$ cat src/rtl/flash_status_pkg.sv
// constants for the flash status polling controller
// Behaviour
// - host reads status twice; unchanged toggle bit means operation complete
// - toggling with error bit high: recheck, still toggling means fail, send reset
// - host resuming polling after other work restarts from the double read
// - after an error the host issues reset; device returns to array reads
// - host checks window bit before and after each extra sector erase command; this poller sends no erase and only reports the bit in last_status
// - host may skip window check if commands come under 50 us apart
// - status reads use busy bank address and a valid sector address
package flash_status_pkg;
    // status bit positions on the data bus
    localparam int POLLING_STATUS_BIT = 7;
    localparam int TOGGLING_STATUS_BIT = 6;
    localparam int TIME_LIMIT_ERROR_BIT = 5;
    localparam int ERASE_WINDOW_BIT = 3;
    localparam int PER_SECTOR_TOGGLE_BIT = 2;
    // bus widths
    localparam int ADDR_W = 22;
    localparam int DATA_W = 8;
    // command cycle values
    localparam logic [7:0] CMD_RESET = 8'hF0;
    // strobe timing in clock cycles of 10 ns
    localparam int CLOCK_NS = 10;
    localparam int STROBE_NS = 80;
    localparam int STROBE_CYCLES = (STROBE_NS + CLOCK_NS - 1) / CLOCK_NS;
    localparam int GAP_NS = 40;
    localparam int GAP_CYCLES = (GAP_NS + CLOCK_NS - 1) / CLOCK_NS;
    // window skip spacing, 50 us as a longest time
    localparam int WINDOW_SKIP_US = 50;
    localparam int WINDOW_SKIP_CYCLES = WINDOW_SKIP_US * 1000 / CLOCK_NS;
    // poll result codes
    typedef enum logic [1:0] {
        RESULT_NONE,
        RESULT_DONE,
        RESULT_FAIL
    } result_t;
endpackage : flash_status_pkg

$ cat src/rtl/flash_status_poller.sv
// host side toggle-bit poller and reset issuer for a dual-bank flash
`timescale 1ns/1ps
`default_nettype none
module flash_status_poller #(
    parameter int STROBE_LEN = flash_status_pkg::STROBE_CYCLES,
    parameter int GAP_LEN = flash_status_pkg::GAP_CYCLES
) (
    input wire logic clock,
    input wire logic reset_n,
    // user side
    input wire logic start,
    input wire logic [flash_status_pkg::ADDR_W-1:0] status_addr,
    input wire logic abort,
    output logic busy,
    output logic done,
    output flash_status_pkg::result_t result,
    output logic [flash_status_pkg::DATA_W-1:0] last_status,
    output logic ready_seen,
    // flash pins
    output logic [flash_status_pkg::ADDR_W-1:0] flash_addr,
    output logic chip_select_n,
    output logic output_enable_n,
    output logic write_strobe_n,
    input wire logic [flash_status_pkg::DATA_W-1:0] flash_data_in,
    output logic [flash_status_pkg::DATA_W-1:0] flash_data_out,
    output logic flash_data_oe,
    input wire logic ready_busy_n_output
);
    import flash_status_pkg::*;

    typedef enum logic [3:0] {
        IDLE, READ_A, GAP_A, READ_B, CHECK, GAP_B, GAP_C, READ_C, GAP_D, READ_D, RECHECK, WRITE_RST, FINISH
    } state_t;

    state_t state_q;
    logic [7:0] count_q;
    logic [DATA_W-1:0] first_q;
    logic [DATA_W-1:0] sample_q;
    logic [ADDR_W-1:0] addr_q;
    logic fail_q;

    // toggle test between two status samples
    function automatic logic toggled(input logic [DATA_W-1:0] a, input logic [DATA_W-1:0] b);
        toggled = a[TOGGLING_STATUS_BIT] ^ b[TOGGLING_STATUS_BIT];
    endfunction : toggled

    // time-limit error flag of a status sample
    function automatic logic error_seen(input logic [DATA_W-1:0] s);
        error_seen = s[TIME_LIMIT_ERROR_BIT];
    endfunction : error_seen

    wire strobe_end = (count_q == 8'(STROBE_LEN - 1));
    wire gap_end = (count_q == 8'(GAP_LEN - 1));
    wire read_state = (state_q == READ_A) || (state_q == READ_B) || (state_q == READ_C) || (state_q == READ_D);

    // poll sequencer; an abort drops the poll except during the reset write, a later start restarts at the double read
    always_ff @(posedge clock) begin
        if (!reset_n) begin
            state_q <= IDLE;
            count_q <= 8'h00;
        end else if (abort && state_q != IDLE && state_q != WRITE_RST) begin
            state_q <= IDLE;
            count_q <= 8'h00;
        end else begin
            unique case (state_q)
                IDLE: begin
                    count_q <= 8'h00;
                    if (start) begin
                        state_q <= READ_A;
                    end
                end
                READ_A, READ_B, READ_C, READ_D, WRITE_RST: begin
                    if (strobe_end) begin
                        count_q <= 8'h00;
                        unique case (state_q)
                            READ_A: state_q <= GAP_A;
                            READ_B: state_q <= CHECK;
                            READ_C: state_q <= GAP_D;
                            READ_D: state_q <= RECHECK;
                            default: state_q <= FINISH;
                        endcase
                    end else begin
                        count_q <= count_q + 8'h01;
                    end
                end
                GAP_A, GAP_B, GAP_C, GAP_D: begin
                    if (gap_end) begin
                        count_q <= 8'h00;
                        unique case (state_q)
                            GAP_A: state_q <= READ_B;
                            GAP_B: state_q <= READ_A;
                            GAP_C: state_q <= READ_C;
                            default: state_q <= READ_D;
                        endcase
                    end else begin
                        count_q <= count_q + 8'h01;
                    end
                end
                CHECK: begin
                    // double read done; steady bit means complete
                    if (!toggled(first_q, sample_q)) begin
                        state_q <= FINISH;
                    end else if (error_seen(sample_q)) begin
                        state_q <= GAP_C;
                    end else begin
                        state_q <= GAP_B; // keep polling with a fresh double read
                    end
                end
                RECHECK: begin
                    if (toggled(first_q, sample_q)) begin
                        state_q <= WRITE_RST;
                    end else begin
                        state_q <= FINISH;
                    end
                end
                FINISH: state_q <= IDLE;
                default: state_q <= IDLE;
            endcase
        end
    end

    // failure flag, set when the recheck pair still toggles
    always_ff @(posedge clock) begin
        if (!reset_n) begin
            fail_q <= 1'b0;
        end else if (state_q == IDLE && start) begin
            fail_q <= 1'b0;
        end else if (state_q == RECHECK && !abort && toggled(first_q, sample_q)) begin
            fail_q <= 1'b1;
        end
    end

    // first read of a pair, taken on the last cycle of its strobe
    always_ff @(posedge clock) begin
        if (!reset_n) begin
            first_q <= 8'h00;
        end else if (strobe_end && (state_q == READ_A || state_q == READ_C)) begin
            first_q <= flash_data_in;
        end
    end

    // second read of a pair, the one the decision looks at
    always_ff @(posedge clock) begin
        if (!reset_n) begin
            sample_q <= 8'h00;
        end else if (strobe_end && (state_q == READ_B || state_q == READ_D)) begin
            sample_q <= flash_data_in;
        end
    end

    // address latch: busy bank and valid sector given by the user
    always_ff @(posedge clock) begin
        if (!reset_n) begin
            addr_q <= '0;
        end else if (state_q == IDLE && start) begin
            addr_q <= status_addr;
        end
    end

    // address pins follow the latched status address
    always_ff @(posedge clock) begin
        if (!reset_n) begin
            flash_addr <= '0;
        end else begin
            flash_addr <= addr_q;
        end
    end

    // select and strobes; each read framed on its own so the device sees successive reads
    always_ff @(posedge clock) begin
        if (!reset_n) begin
            chip_select_n <= 1'b1;
            output_enable_n <= 1'b1;
            write_strobe_n <= 1'b1;
        end else begin
            chip_select_n <= !(read_state || state_q == WRITE_RST);
            output_enable_n <= !read_state || strobe_end;
            write_strobe_n <= !(state_q == WRITE_RST) || strobe_end;
        end
    end

    // data pins driven only while the reset command is written
    always_ff @(posedge clock) begin
        if (!reset_n) begin
            flash_data_out <= 8'h00;
            flash_data_oe <= 1'b0;
        end else begin
            flash_data_out <= (state_q == WRITE_RST) ? CMD_RESET : 8'h00;
            flash_data_oe <= (state_q == WRITE_RST);
        end
    end

    // busy level and one-cycle done pulse
    always_ff @(posedge clock) begin
        if (!reset_n) begin
            busy <= 1'b0;
            done <= 1'b0;
        end else begin
            busy <= (state_q != IDLE);
            done <= (state_q == FINISH);
        end
    end

    // poll outcome, held until the next start
    always_ff @(posedge clock) begin
        if (!reset_n) begin
            result <= RESULT_NONE;
        end else if (state_q == FINISH) begin
            result <= fail_q ? RESULT_FAIL : RESULT_DONE;
        end else if (state_q == IDLE && start) begin
            result <= RESULT_NONE;
        end
    end

    // latest status byte, window bit included, and the pin's ready level for the user
    always_ff @(posedge clock) begin
        if (!reset_n) begin
            last_status <= 8'h00;
            ready_seen <= 1'b0;
        end else begin
            last_status <= sample_q;
            ready_seen <= ready_busy_n_output;
        end
    end
endmodule : flash_status_poller
`default_nettype wire

$ cat config.mk
export PLATFORM = sky130hd
export DESIGN_NAME = flash_status_poller
export DESIGN_NICKNAME = d
export VERILOG_FILES = /design/src/rtl/flash_status_pkg.sv /design/src/rtl/flash_status_poller.sv
export SDC_FILE = /design/constraint.sdc
export NUM_CORES = 1
export LEC_CHECK = 0
export BUFFER_PORTS_ARGS = -buffer_cell sky130_fd_sc_hd__buf_2
export CAP_MARGIN = 20
export CORE_UTILIZATION = 52
export DETAILED_ROUTE_END_ITERATION = 10
export PLACE_DENSITY = 0.81
export SYNTH_ARGS = -nofsm -noshare
export SYNTH_HDL_FRONTEND = slang
export SYNTH_SLANG_ARGS = --single-unit
$ cat constraint.sdc
create_clock -name clock -period 2.4 [get_ports clock]
set_input_delay 0.36 -clock clock [delete_from_list [all_inputs] [get_ports clock]]
set_output_delay 0.36 -clock clock [all_outputs]
set_load 0.01 [all_outputs]
==> flow_metrics.env, run 1 <==
export IMPL_status="finished with violations"
export IMPL_violations="design-rule violations"
export IMPL_drtAntennaViolNets=0
export IMPL_worstPathCellList="nor4_2, o31ai_2, buf_4, a21oi_1, a31oi_1, mux2i_1"
export IMPL_drt_first_pass_iters=7
export IMPL_path_class="reg -> reg"
export IMPL_yosysTopAreaCell="dfxtp_1"
export IMPL_hold_depth=2
export IMPL_placeableCoreArea_um2=5886
export IMPL_die_area_um2=6398
export IMPL_min_delay_start="ready_busy_n_output"
export IMPL_r2r_end="count_q[4]"
export IMPL_tns_ns=0
export IMPL_cts_tree="yes"
export IMPL_placedCellCount=488
export IMPL_drc=1
export IMPL_synth_flop_cell="dfxtp_1"
export IMPL_timing_rr_start="state_q[2]"
export IMPL_antenna_found_initial=0
export IMPL_io_buffers=77
export IMPL_grt_pass1_vias=2221
export IMPL_setup_slack_ns=0.4006
export IMPL_ir_drop_mv=0.4933
export IMPL_yosysTopAreaCellShare=0.5253
export IMPL_hold_path_end="ready_seen"
export IMPL_critPathLaunchType="register"
export IMPL_reg2reg_depth=6
export IMPL_drive_gt1_frac=0.2611
export IMPL_cpMaxStageDelayCell="nor4_2"
export IMPL_grt_pass1_wl_mm=10.22
export IMPL_yosysUniqueCellTypes=52
export IMPL_postCtsSetupBuffers=0
export IMPL_gp_congestion=0.9336
export IMPL_instances_no_fill=504
export IMPL_end_kind="register"
export IMPL_crit_buf_inv=1
export IMPL_tightest_slew_ns=0.6230
export IMPL_fin_skew_ns=0.007336
export IMPL_pwr_share_seq=0.488
export IMPL_ys_ff_latch=83
export IMPL_cp_arrival_ns=2.28
export IMPL_maxSlewViolCount=0
export IMPL_hold_class="in -> reg"
export IMPL_fmax_mhz=500.2
export IMPL_diodes=0
export IMPL_cts_hold_buffers=0
export IMPL_cp_required_ns=2.68
export IMPL_p_int_mw=2.258
export IMPL_setup_viol=0
export IMPL_synth_edf_count=0
export IMPL_power_frac_comb=0.187
export IMPL_final_cell_mix="83 x dfxtp_1, 77 x buf_2, 57 x nand2_1"
export IMPL_p_sw_mw=0.9402
export IMPL_rsz0062_at_grt="no"
export IMPL_clk_pin_slew_ns=0.09
export IMPL_max_stage_delay_ns=0.59
export IMPL_htree_levels=3
export IMPL_multiInputGateArea_um2=1343
export IMPL_swShare=0.2940
export IMPL_final_nets=460
export IMPL_pre_cts_ws_ns=0.4195
export IMPL_p_per_area_nw_per_um2=844.6
export IMPL_mostFrequentLayoutCell="dfxtp_1"
export IMPL_ys_top_cells_by_area="dfxtp_1 53%, nand2_1 6.8%, and2_1 6.3%, a21oi_1 4.7%, mux2i_1 3.2%"
export IMPL_cts_buffer_depth=2
export IMPL_numCtsBuffers=9
export IMPL_routed_via_density=5.099
export IMPL_netlist_instances=352
export IMPL_num_vias=2570
export IMPL_clkPwrFrac=0.324
export IMPL_crit_family="simple AND/OR/NAND/NOR gates"
export IMPL_synth_async_reset_ratio=0
export IMPL_seq_area_um2=1662
export IMPL_n_fill_cell=504
export IMPL_clock_latency_ns=0.35
export IMPL_root_buffer="clkbuf_8"
export IMPL_ioPinCount=82
export IMPL_r2r_slack_ns=0.40
export IMPL_worstPathMaxFanout=18
export IMPL_die_y_um=79.99
export IMPL_dp_hpwl_mm=4.443
export IMPL_grt_total_usage=0.2105
export IMPL_area_growth_pct=19.70
export IMPL_ys_seq_area_frac=0.5253
export IMPL_cts_repair_resized=0
export IMPL_grt_ovfl_total=0
export IMPL_clock_sink_count=83
export IMPL_drt_iter0_drc=122
export IMPL_finalCriticalPeriod_ns=1.999
export IMPL_ys_warn_count=0
export IMPL_avgSynthCellArea_um2=8.986
export IMPL_wl_per_cell_um=12.66
export IMPL_die_x_um=79.99
export IMPL_start_util=0.5374
export IMPL_max_cap_violations=0
export IMPL_syn_area_um2=3163
export IMPL_routed_wl_mm=6.382
export IMPL_finalCritPeriodShare=0.8331
export IMPL_p_leak_nw=1.771
export IMPL_max_slew_margin_rel=0.5841
export IMPL_final_hold_viol_count=0
export IMPL_grt_max_degree=38
export IMPL_rows=28
[power by group through the flow]
stage               logic, mW  registers (mW)  clock network, mW
finish                  0.599            1.56               1.04
global route            0.666            1.58               1.12
CTS                     0.602            1.56               1.04
detailed placement      0.599            1.59                  0
global placement        0.589            1.59                  0
floorplan               0.408            1.59                  0
[routing by layer]
layer  wire, um  part of all wire  global-route usage
met2       2935              0.46              0.3214
met1       2936              0.46              0.2714
met4        120             0.019              0.1071
met5          0                 0                   0
met3        389             0.061             0.05714
[kinds of logic (layout without fill, tap and decap cells)]
| kind of cell | count (synthesis) | after routing | synth area share |
|---|---|---|---|
| buffers and inverters | 34 | 108 | 0.05379 |
| XOR/XNOR | 5 | 5 | 0.01385 |
| adder cells (fa/ha/maj) | 1 | 1 | 0.003955 |
| AND/OR/NAND/NOR | 157 | 157 | 0.2500 |
| AO/OA/AOI/OAI | 61 | 61 | 0.1203 |
| flip-flops | 83 | 83 | 0.5253 |
| other | 1 | 4 | 0.001186 |
| multiplexers | 10 | 10 | 0.03165 |
[Yosys cell counts, types with 3 or more instances]
cell type  count
a21oi_1       30
a31oi_1        4
and2_1        32
buf_1          4
buf_2          4
buf_4          8
clkbuf_1      12
dfxtp_1       83
inv_1          4
mux2i_1       10
nand2_1       57
nand2b_1       4
nand3_1       13
nand4_1        3
nor2_1        25
nor2b_1        5
nor3_1         5
o21ai_0        8
xor2_1         3
[flip-flops by register name, summed over array words and instances (netlist names)]
register / cells
addr_q: 22
flash_addr: 22
count_q: 8
last_status: 8
sample_q: 8
state_q: 4
result: 2
busy: 1
chip_select_n: 1
done: 1
fail_q: 1
first_q: 1
flash_data_out: 1
output_enable_n: 1
ready_seen: 1
write_strobe_n: 1
[worst register-to-register path, stage by stage (launching register included)]
cell and delay (ns):
dfxtp_1 0.51, nor4_2 0.60, o31ai_2 0.12, buf_4 0.18, a21oi_1 0.32, a31oi_1 0.08, mux2i_1 0.14
[worst max path at each step]
stage                     slack, ns  startpoint           to  cells past startpoint
final                          0.40  state_q[2]   count_q[4]                      6
after global routing           0.21  state_q[2]   count_q[4]                      6
after CTS                      0.40  state_q[2]   count_q[4]                      6
after detailed placement       0.42  state_q[2]   count_q[4]                      6
after global placement         0.48  count_q[3]  sample_q[0]                      5
after floorplan                0.60  count_q[3]   count_q[7]                      5
[per-stage QoR]
stage                     hold WS, ns  utilization  power, mW  area [um^2]
after global routing           0.2100       0.6433      3.361         3786
after detailed placement       0.4379       0.6078      2.191         3577
after CTS                      0.2198       0.6433      3.207         3786
final                          0.2224       0.6433      3.198         3786
after global placement         0.4341       0.6078      2.175         3577
after floorplan                0.4295            -      1.994         3174
[cell type report]
class / count / share of cell area
clock inverter: 6 / 0.01884
inverter: 5 / 0.004957
tap: 75 / 0.02479
clock buffer: 10 / 0.03635
sequential: 83 / 0.4389
multi-input combinational: 238 / 0.3546
timing repair buffer: 87 / 0.1216
(Power assumes the default switching activity.)
==> run 2, diff against run 1 <==
- ABC_AREA: default -> 1
- CORE_UTILIZATION: 52 -> 47
- PLACE_DENSITY: 0.81 -> 0.77
- clock period: 2.4 -> 1.7 ns (I/O delays scaled with it)
==> flow_metrics.env, run 2 <==
export IMPL_yosysTopAreaCellShare=0.5044
export IMPL_ys_seq_area_frac=0.5044
export IMPL_instances_no_fill=596
export IMPL_reg_largest_list="addr_q (22), flash_addr (22)"
export IMPL_ys_top_cells_by_area="dfxtp_1 50%, nand2_1 13%, inv_1 5.4%, nor2_1 4.8%, a21oi_1 4.3%"
export IMPL_ir_drop_mv=0.6136
export IMPL_die_y_um=85.72
export IMPL_route_met3_wl_um=318
export IMPL_r2r_slack_ns=0.19
export IMPL_wl_per_cell_um=11.07
export IMPL_grt_max_degree=31
export IMPL_hold_path_end="ready_seen"
export IMPL_fmax_mhz=661.8
export IMPL_synth_flop_cell="dfxtp_1"
export IMPL_htree_levels=3
export IMPL_num_vias=2749
export IMPL_timing_rr_start="state_q[0]"
export IMPL_grt_total_usage=0.1904
export IMPL_die_area_um2=7348
export IMPL_area_growth_pct=20.55
export IMPL_drc=0
export IMPL_hold_ws_ns=0.1012
export IMPL_diodes=0
export IMPL_dr_wl_met2_mm=3.081
export IMPL_drt_first_pass_iters=4
export IMPL_netlist_instances=421
export IMPL_yosysUniqueCellTypes=35
export IMPL_finalCritPeriodShare=0.8889
export IMPL_fin_area_um2=3971
export IMPL_n_fill_cell=591
export IMPL_mostFrequentLayoutCell="nand2_1"
export IMPL_gp_congestion=0.8559
export IMPL_cp_required_ns=1.97
export IMPL_setup_viol=0
export IMPL_routed_via_density=4.612
export IMPL_drtAntennaViolNets=0
export IMPL_ys_warn_count=0
export IMPL_cts_hold_buffers=0
export IMPL_cp_arrival_ns=1.79
export IMPL_fin_skew_ns=0.009278
export IMPL_critPathLaunchType="register"
export IMPL_root_buffer="clkbuf_8"
export IMPL_dp_hpwl_mm=4.561
export IMPL_p_leak_nw=2.030
export IMPL_rows=30
export IMPL_grt_pass1_wl_mm=11.01
export IMPL_yosysTopAreaCell="dfxtp_1"
export IMPL_drt_iter0_drc=126
export IMPL_synth_edf_count=0
export IMPL_finalCriticalPeriod_ns=1.511
export IMPL_die_x_um=85.72
export IMPL_p_per_area_nw_per_um2=1403
export IMPL_clock_sink_count=83
export IMPL_hold_depth=3
export IMPL_status="completed"
export IMPL_cts_tree="yes"
export IMPL_placeableCoreArea_um2=6794
export IMPL_end_kind="register"
export IMPL_final_cell_mix="115 x nand2_1, 81 x dfxtp_1, 77 x buf_2"
export IMPL_synth_async_reset_ratio=0
export IMPL_final_nets=531
export IMPL_wirelength_met1_mm=3.094
export IMPL_syn_area_um2=3294
export IMPL_dpl_cell_area_um2=3715
export IMPL_reg2reg_depth=7
export IMPL_synth_most_common_cell="nand2_1"
export IMPL_start_util=0.4849
export IMPL_grt_pass1_vias=2460
export IMPL_antenna_found_initial=0
export IMPL_grt_ovfl_total=0
export IMPL_clock_latency_ns=0.35
export IMPL_path_class="reg -> reg"
export IMPL_r2r_end="addr_q[17]"
export IMPL_numCtsBuffers=9
export IMPL_min_delay_start="ready_busy_n_output"
export IMPL_ys_ff_latch=83
export IMPL_drive_gt1_frac=0.2860
export IMPL_p_total_mw=5.572
export IMPL_max_cap_violations=0
export IMPL_hold_class="in -> reg"
export IMPL_placedCellCount=580
export IMPL_synth_common_cells="115 x nand2_1, 83 x dfxtp_1, 47 x inv_1"
export IMPL_avgSynthCellArea_um2=7.825
export IMPL_routed_wl_mm=6.599
export IMPL_maxSlewViolCount=0
export IMPL_worstPathMaxFanout=23
export IMPL_final_hold_viol_count=0
export IMPL_clk_pin_slew_ns=0.09
export IMPL_ioPinCount=82
export IMPL_io_buffers=77
export IMPL_cts_buffer_depth=2
export IMPL_highest_layer="met4"
[run 2: cell types whose count changed in the layout (fill, tap and decap cells not counted), moves of 4 or more]
cell,previous run,this run
nor2_1,25,42
nand2_1,57,115
a21oi_2,0,5
o21ai_0,8,12
inv_2,1,10
nor2b_1,5,0
and2_1,32,0
nand2_2,0,7
nand3_2,0,5
mux2i_1,10,0
nand2b_1,4,0
inv_1,4,47
buf_4,10,2
[run 2: worst max path at each step]
stage                     from          end  slack, ns
floorplan           count_q[0]   state_q[0]       0.34
global placement    count_q[0]  sample_q[5]       0.21
detailed placement  count_q[0]  sample_q[1]       0.14
CTS                 count_q[0]  sample_q[1]       0.11
global route        state_q[0]   addr_q[17]     -0.003
finish              state_q[0]   addr_q[17]       0.19
[run 2: repair_timing]
item | CTS | global route
endpoints found under the setup margin | 0 | 10
buffers inserted | 0 | 0
resized for setup | 0 | 3
[run 2: routing by layer]
layer / vias up / GRT usage
met5: - / 0
met4: 0 / 0.06970
met3: 9 / 0.05101
met2: 70 / 0.3142
met1: 1233 / 0.2397
li1: 1437 / -
[run 2: cell type report]
type / instances / area, um^2 / area share
timing repair buffer: 79 / 400.4 / 0.1008
sequential: 83 / 1664 / 0.4190
inverter: 59 / 226.5 / 0.05703
clock inverter: 7 / 127.6 / 0.03214
tap: 96 / 120.1 / 0.03025
multi-input combinational: 263 / 1309 / 0.3296
clock buffer: 9 / 123.9 / 0.03119
[run 2: per-stage QoR]
step | setup TNS [ns] | worst slack, ns | utilization
global route | -0.003443 | -0.003443 | 0.5845
floorplan | 0 | 0.3427 | -
global placement | 0 | 0.2137 | 0.5468
CTS | 0 | 0.1137 | 0.5838
detailed placement | 0 | 0.1369 | 0.5468
finish | 0 | 0.1889 | 0.5845
[run 2: worst max-delay path, cell delays in order (launching register included)]
cell,delay [ns]
dfxtp_1,0.35
inv_2,0.13
nand2_2,0.14
nor2_8,0.18
nand2_4,0.06
inv_2,0.30
nand2_1,0.10
a21oi_1,0.16
[run 2: logic make-up after synthesis]
family	share of synthesized area
other	0.001138
AO/OA/AOI/OAI	0.09419
buffers and inverters	0.1018
AND/OR/NAND/NOR	0.2947
flip-flops	0.5044
adder cells (fa/ha/maj)	0.003797
[run 2: where the power goes]
group,internal (mW),switching [mW]
combinational,0.500,0.999
clock,1.00,0.759
sequential,2.18,0.131
==> run 3, diff against run 2 <==
- CTS_CLUSTER_SIZE: default -> 16
- REMOVE_ABC_BUFFERS: default -> 1
==> flow_metrics.env, run 3 (synthesis gave the netlist of run 2 again) <==
export IMPL_status="completed"
export IMPL_hold_ws_ns=0.08983
export IMPL_clock_sink_count=83
export IMPL_num_vias=2771
export IMPL_grt_pass1_vias=2552
export IMPL_antenna_found_initial=0
export IMPL_clk_pin_slew_ns=0.09
export IMPL_clock_latency_ns=0.35
export IMPL_drive_gt1_frac=0.2860
export IMPL_fmax_mhz=638.1
export IMPL_rows=30
export IMPL_dp_hpwl_mm=4.851
export IMPL_cp_arrival_ns=1.85
export IMPL_cts_hold_buffers=0
export IMPL_htree_levels=3
export IMPL_drt_first_pass_iters=4
export IMPL_final_nets=531
export IMPL_routed_wl_mm=6.810
export IMPL_die_area_um2=7348
export IMPL_max_cap_violations=0
export IMPL_ir_drop_mv=0.5829
export IMPL_finalCritPeriodShare=0.9218
export IMPL_cts_buffer_depth=2
export IMPL_p_leak_nw=2.011
export IMPL_crit_start="state_q[0]"
export IMPL_min_delay_start="ready_busy_n_output"
export IMPL_placeableCoreArea_um2=6794
export IMPL_final_hold_viol_count=0
export IMPL_grt_ovfl_total=0
export IMPL_gp_congestion=0.8807
export IMPL_end_kind="register"
export IMPL_reg_largest_list="addr_q (22), flash_addr (22)"
export IMPL_diodes=0
export IMPL_final_cell_mix="115 x nand2_1, 82 x dfxtp_1, 77 x buf_2"
export IMPL_wl_per_cell_um=11.43
export IMPL_numCtsBuffers=9
export IMPL_path_class="reg -> reg"
export IMPL_cts_tree="yes"
export IMPL_fin_skew_ns=0.007269
export IMPL_root_buffer="clkbuf_8"
export IMPL_mostFrequentLayoutCell="nand2_1"
export IMPL_grt_total_usage=0.1997
export IMPL_cp_required_ns=1.98
export IMPL_ioPinCount=82
export IMPL_setup_viol=0
export IMPL_rsz0062_at_grt="no"
export IMPL_io_buffers=77
export IMPL_start_util=0.4849
export IMPL_drt_iter0_drc=87
export IMPL_drtAntennaViolNets=0
export IMPL_grt_max_degree=41
export IMPL_hold_depth=3
export IMPL_grt_pass1_wl_mm=11.53
export IMPL_die_x_um=85.72
export IMPL_timing_rr_start="state_q[0]"
export IMPL_maxSlewViolCount=0
export IMPL_hold_class="in -> reg"
export IMPL_p_per_area_nw_per_um2=1343
export IMPL_die_y_um=85.72
export IMPL_routed_via_density=4.649
export IMPL_tns_ns=0
export IMPL_worstPathMaxFanout=23
export IMPL_drc=0
export IMPL_area_growth_pct=19.41
export IMPL_reg2reg_depth=7
export IMPL_finalCriticalPeriod_ns=1.567
export IMPL_critPathLaunchType="register"
[run 3: cell types whose count changed in the layout (fill, tap and decap cells not counted), moves of 2 or more]
cell	previous run	this run
inv_2	10	12
o21ai_1	1	4
o21ai_0	12	9
clkinv_4	0	2
inv_6	3	1
bufinv_16	3	1
[run 3: worst paths after layout]
check / end / slack [ns]
worst max-delay path: addr_q[10] / 0.13
worst min-delay path: ready_seen / 0.09
worst max register to register: addr_q[10] / 0.13
worst min register to register: flash_addr[21] / 0.43
[run 3: layout make-up]
type                    count  area [um^2]
clock buffers              10        137.6
well taps                  96        120.1
clock inverters             6        72.57
flip-flops and latches     83         1663
repair buffers             79        400.4
fillers                   614         2860
inverters                  59        224.0
multi-input cells         263         1316
[run 3: through the flow]
step                      power, mW  instances    util  area (um^2)  setup slack (ns)
final                         5.282        596  0.5790         3934            0.1329
after global routing          5.605        596  0.5790         3934           0.01601
after detailed placement      3.847        580  0.5468         3715           0.09815
after global placement        3.803        580  0.5468         3715            0.2002
after CTS                     5.321        596  0.5777         3925           0.07392
after floorplan               3.429        405       -         3194            0.3427
[run 3: worst max-delay path, stage by stage, from the launching register on]
cell     delay, ns
dfxtp_1       0.36
inv_2         0.14
nand2_2       0.15
nor2_8        0.19
nand2_4       0.06
inv_2         0.30
nand2_1       0.13
a21oi_1       0.16
[run 3: timing repair]
item | 4_1_cts | 5_1_grt
resized for setup | 0 | 6
setup buffers | 0 | 0
setup endpoints to repair | 0 | 10
[run 3: power breakdown]
part	switching (mW)	internal [mW]
registers	0.132	2.18
logic	0.998	0.500
clock network	0.736	0.737
[run 3: layer usage]
layer  GRT usage  wire (um)  vias to the layer above
met5           0          0                        -
met4     0.06818         70                        0
met3     0.04909        383                        5
met2      0.3295       3087                       90
met1      0.2565       3270                     1242
li1            -          -                     1434
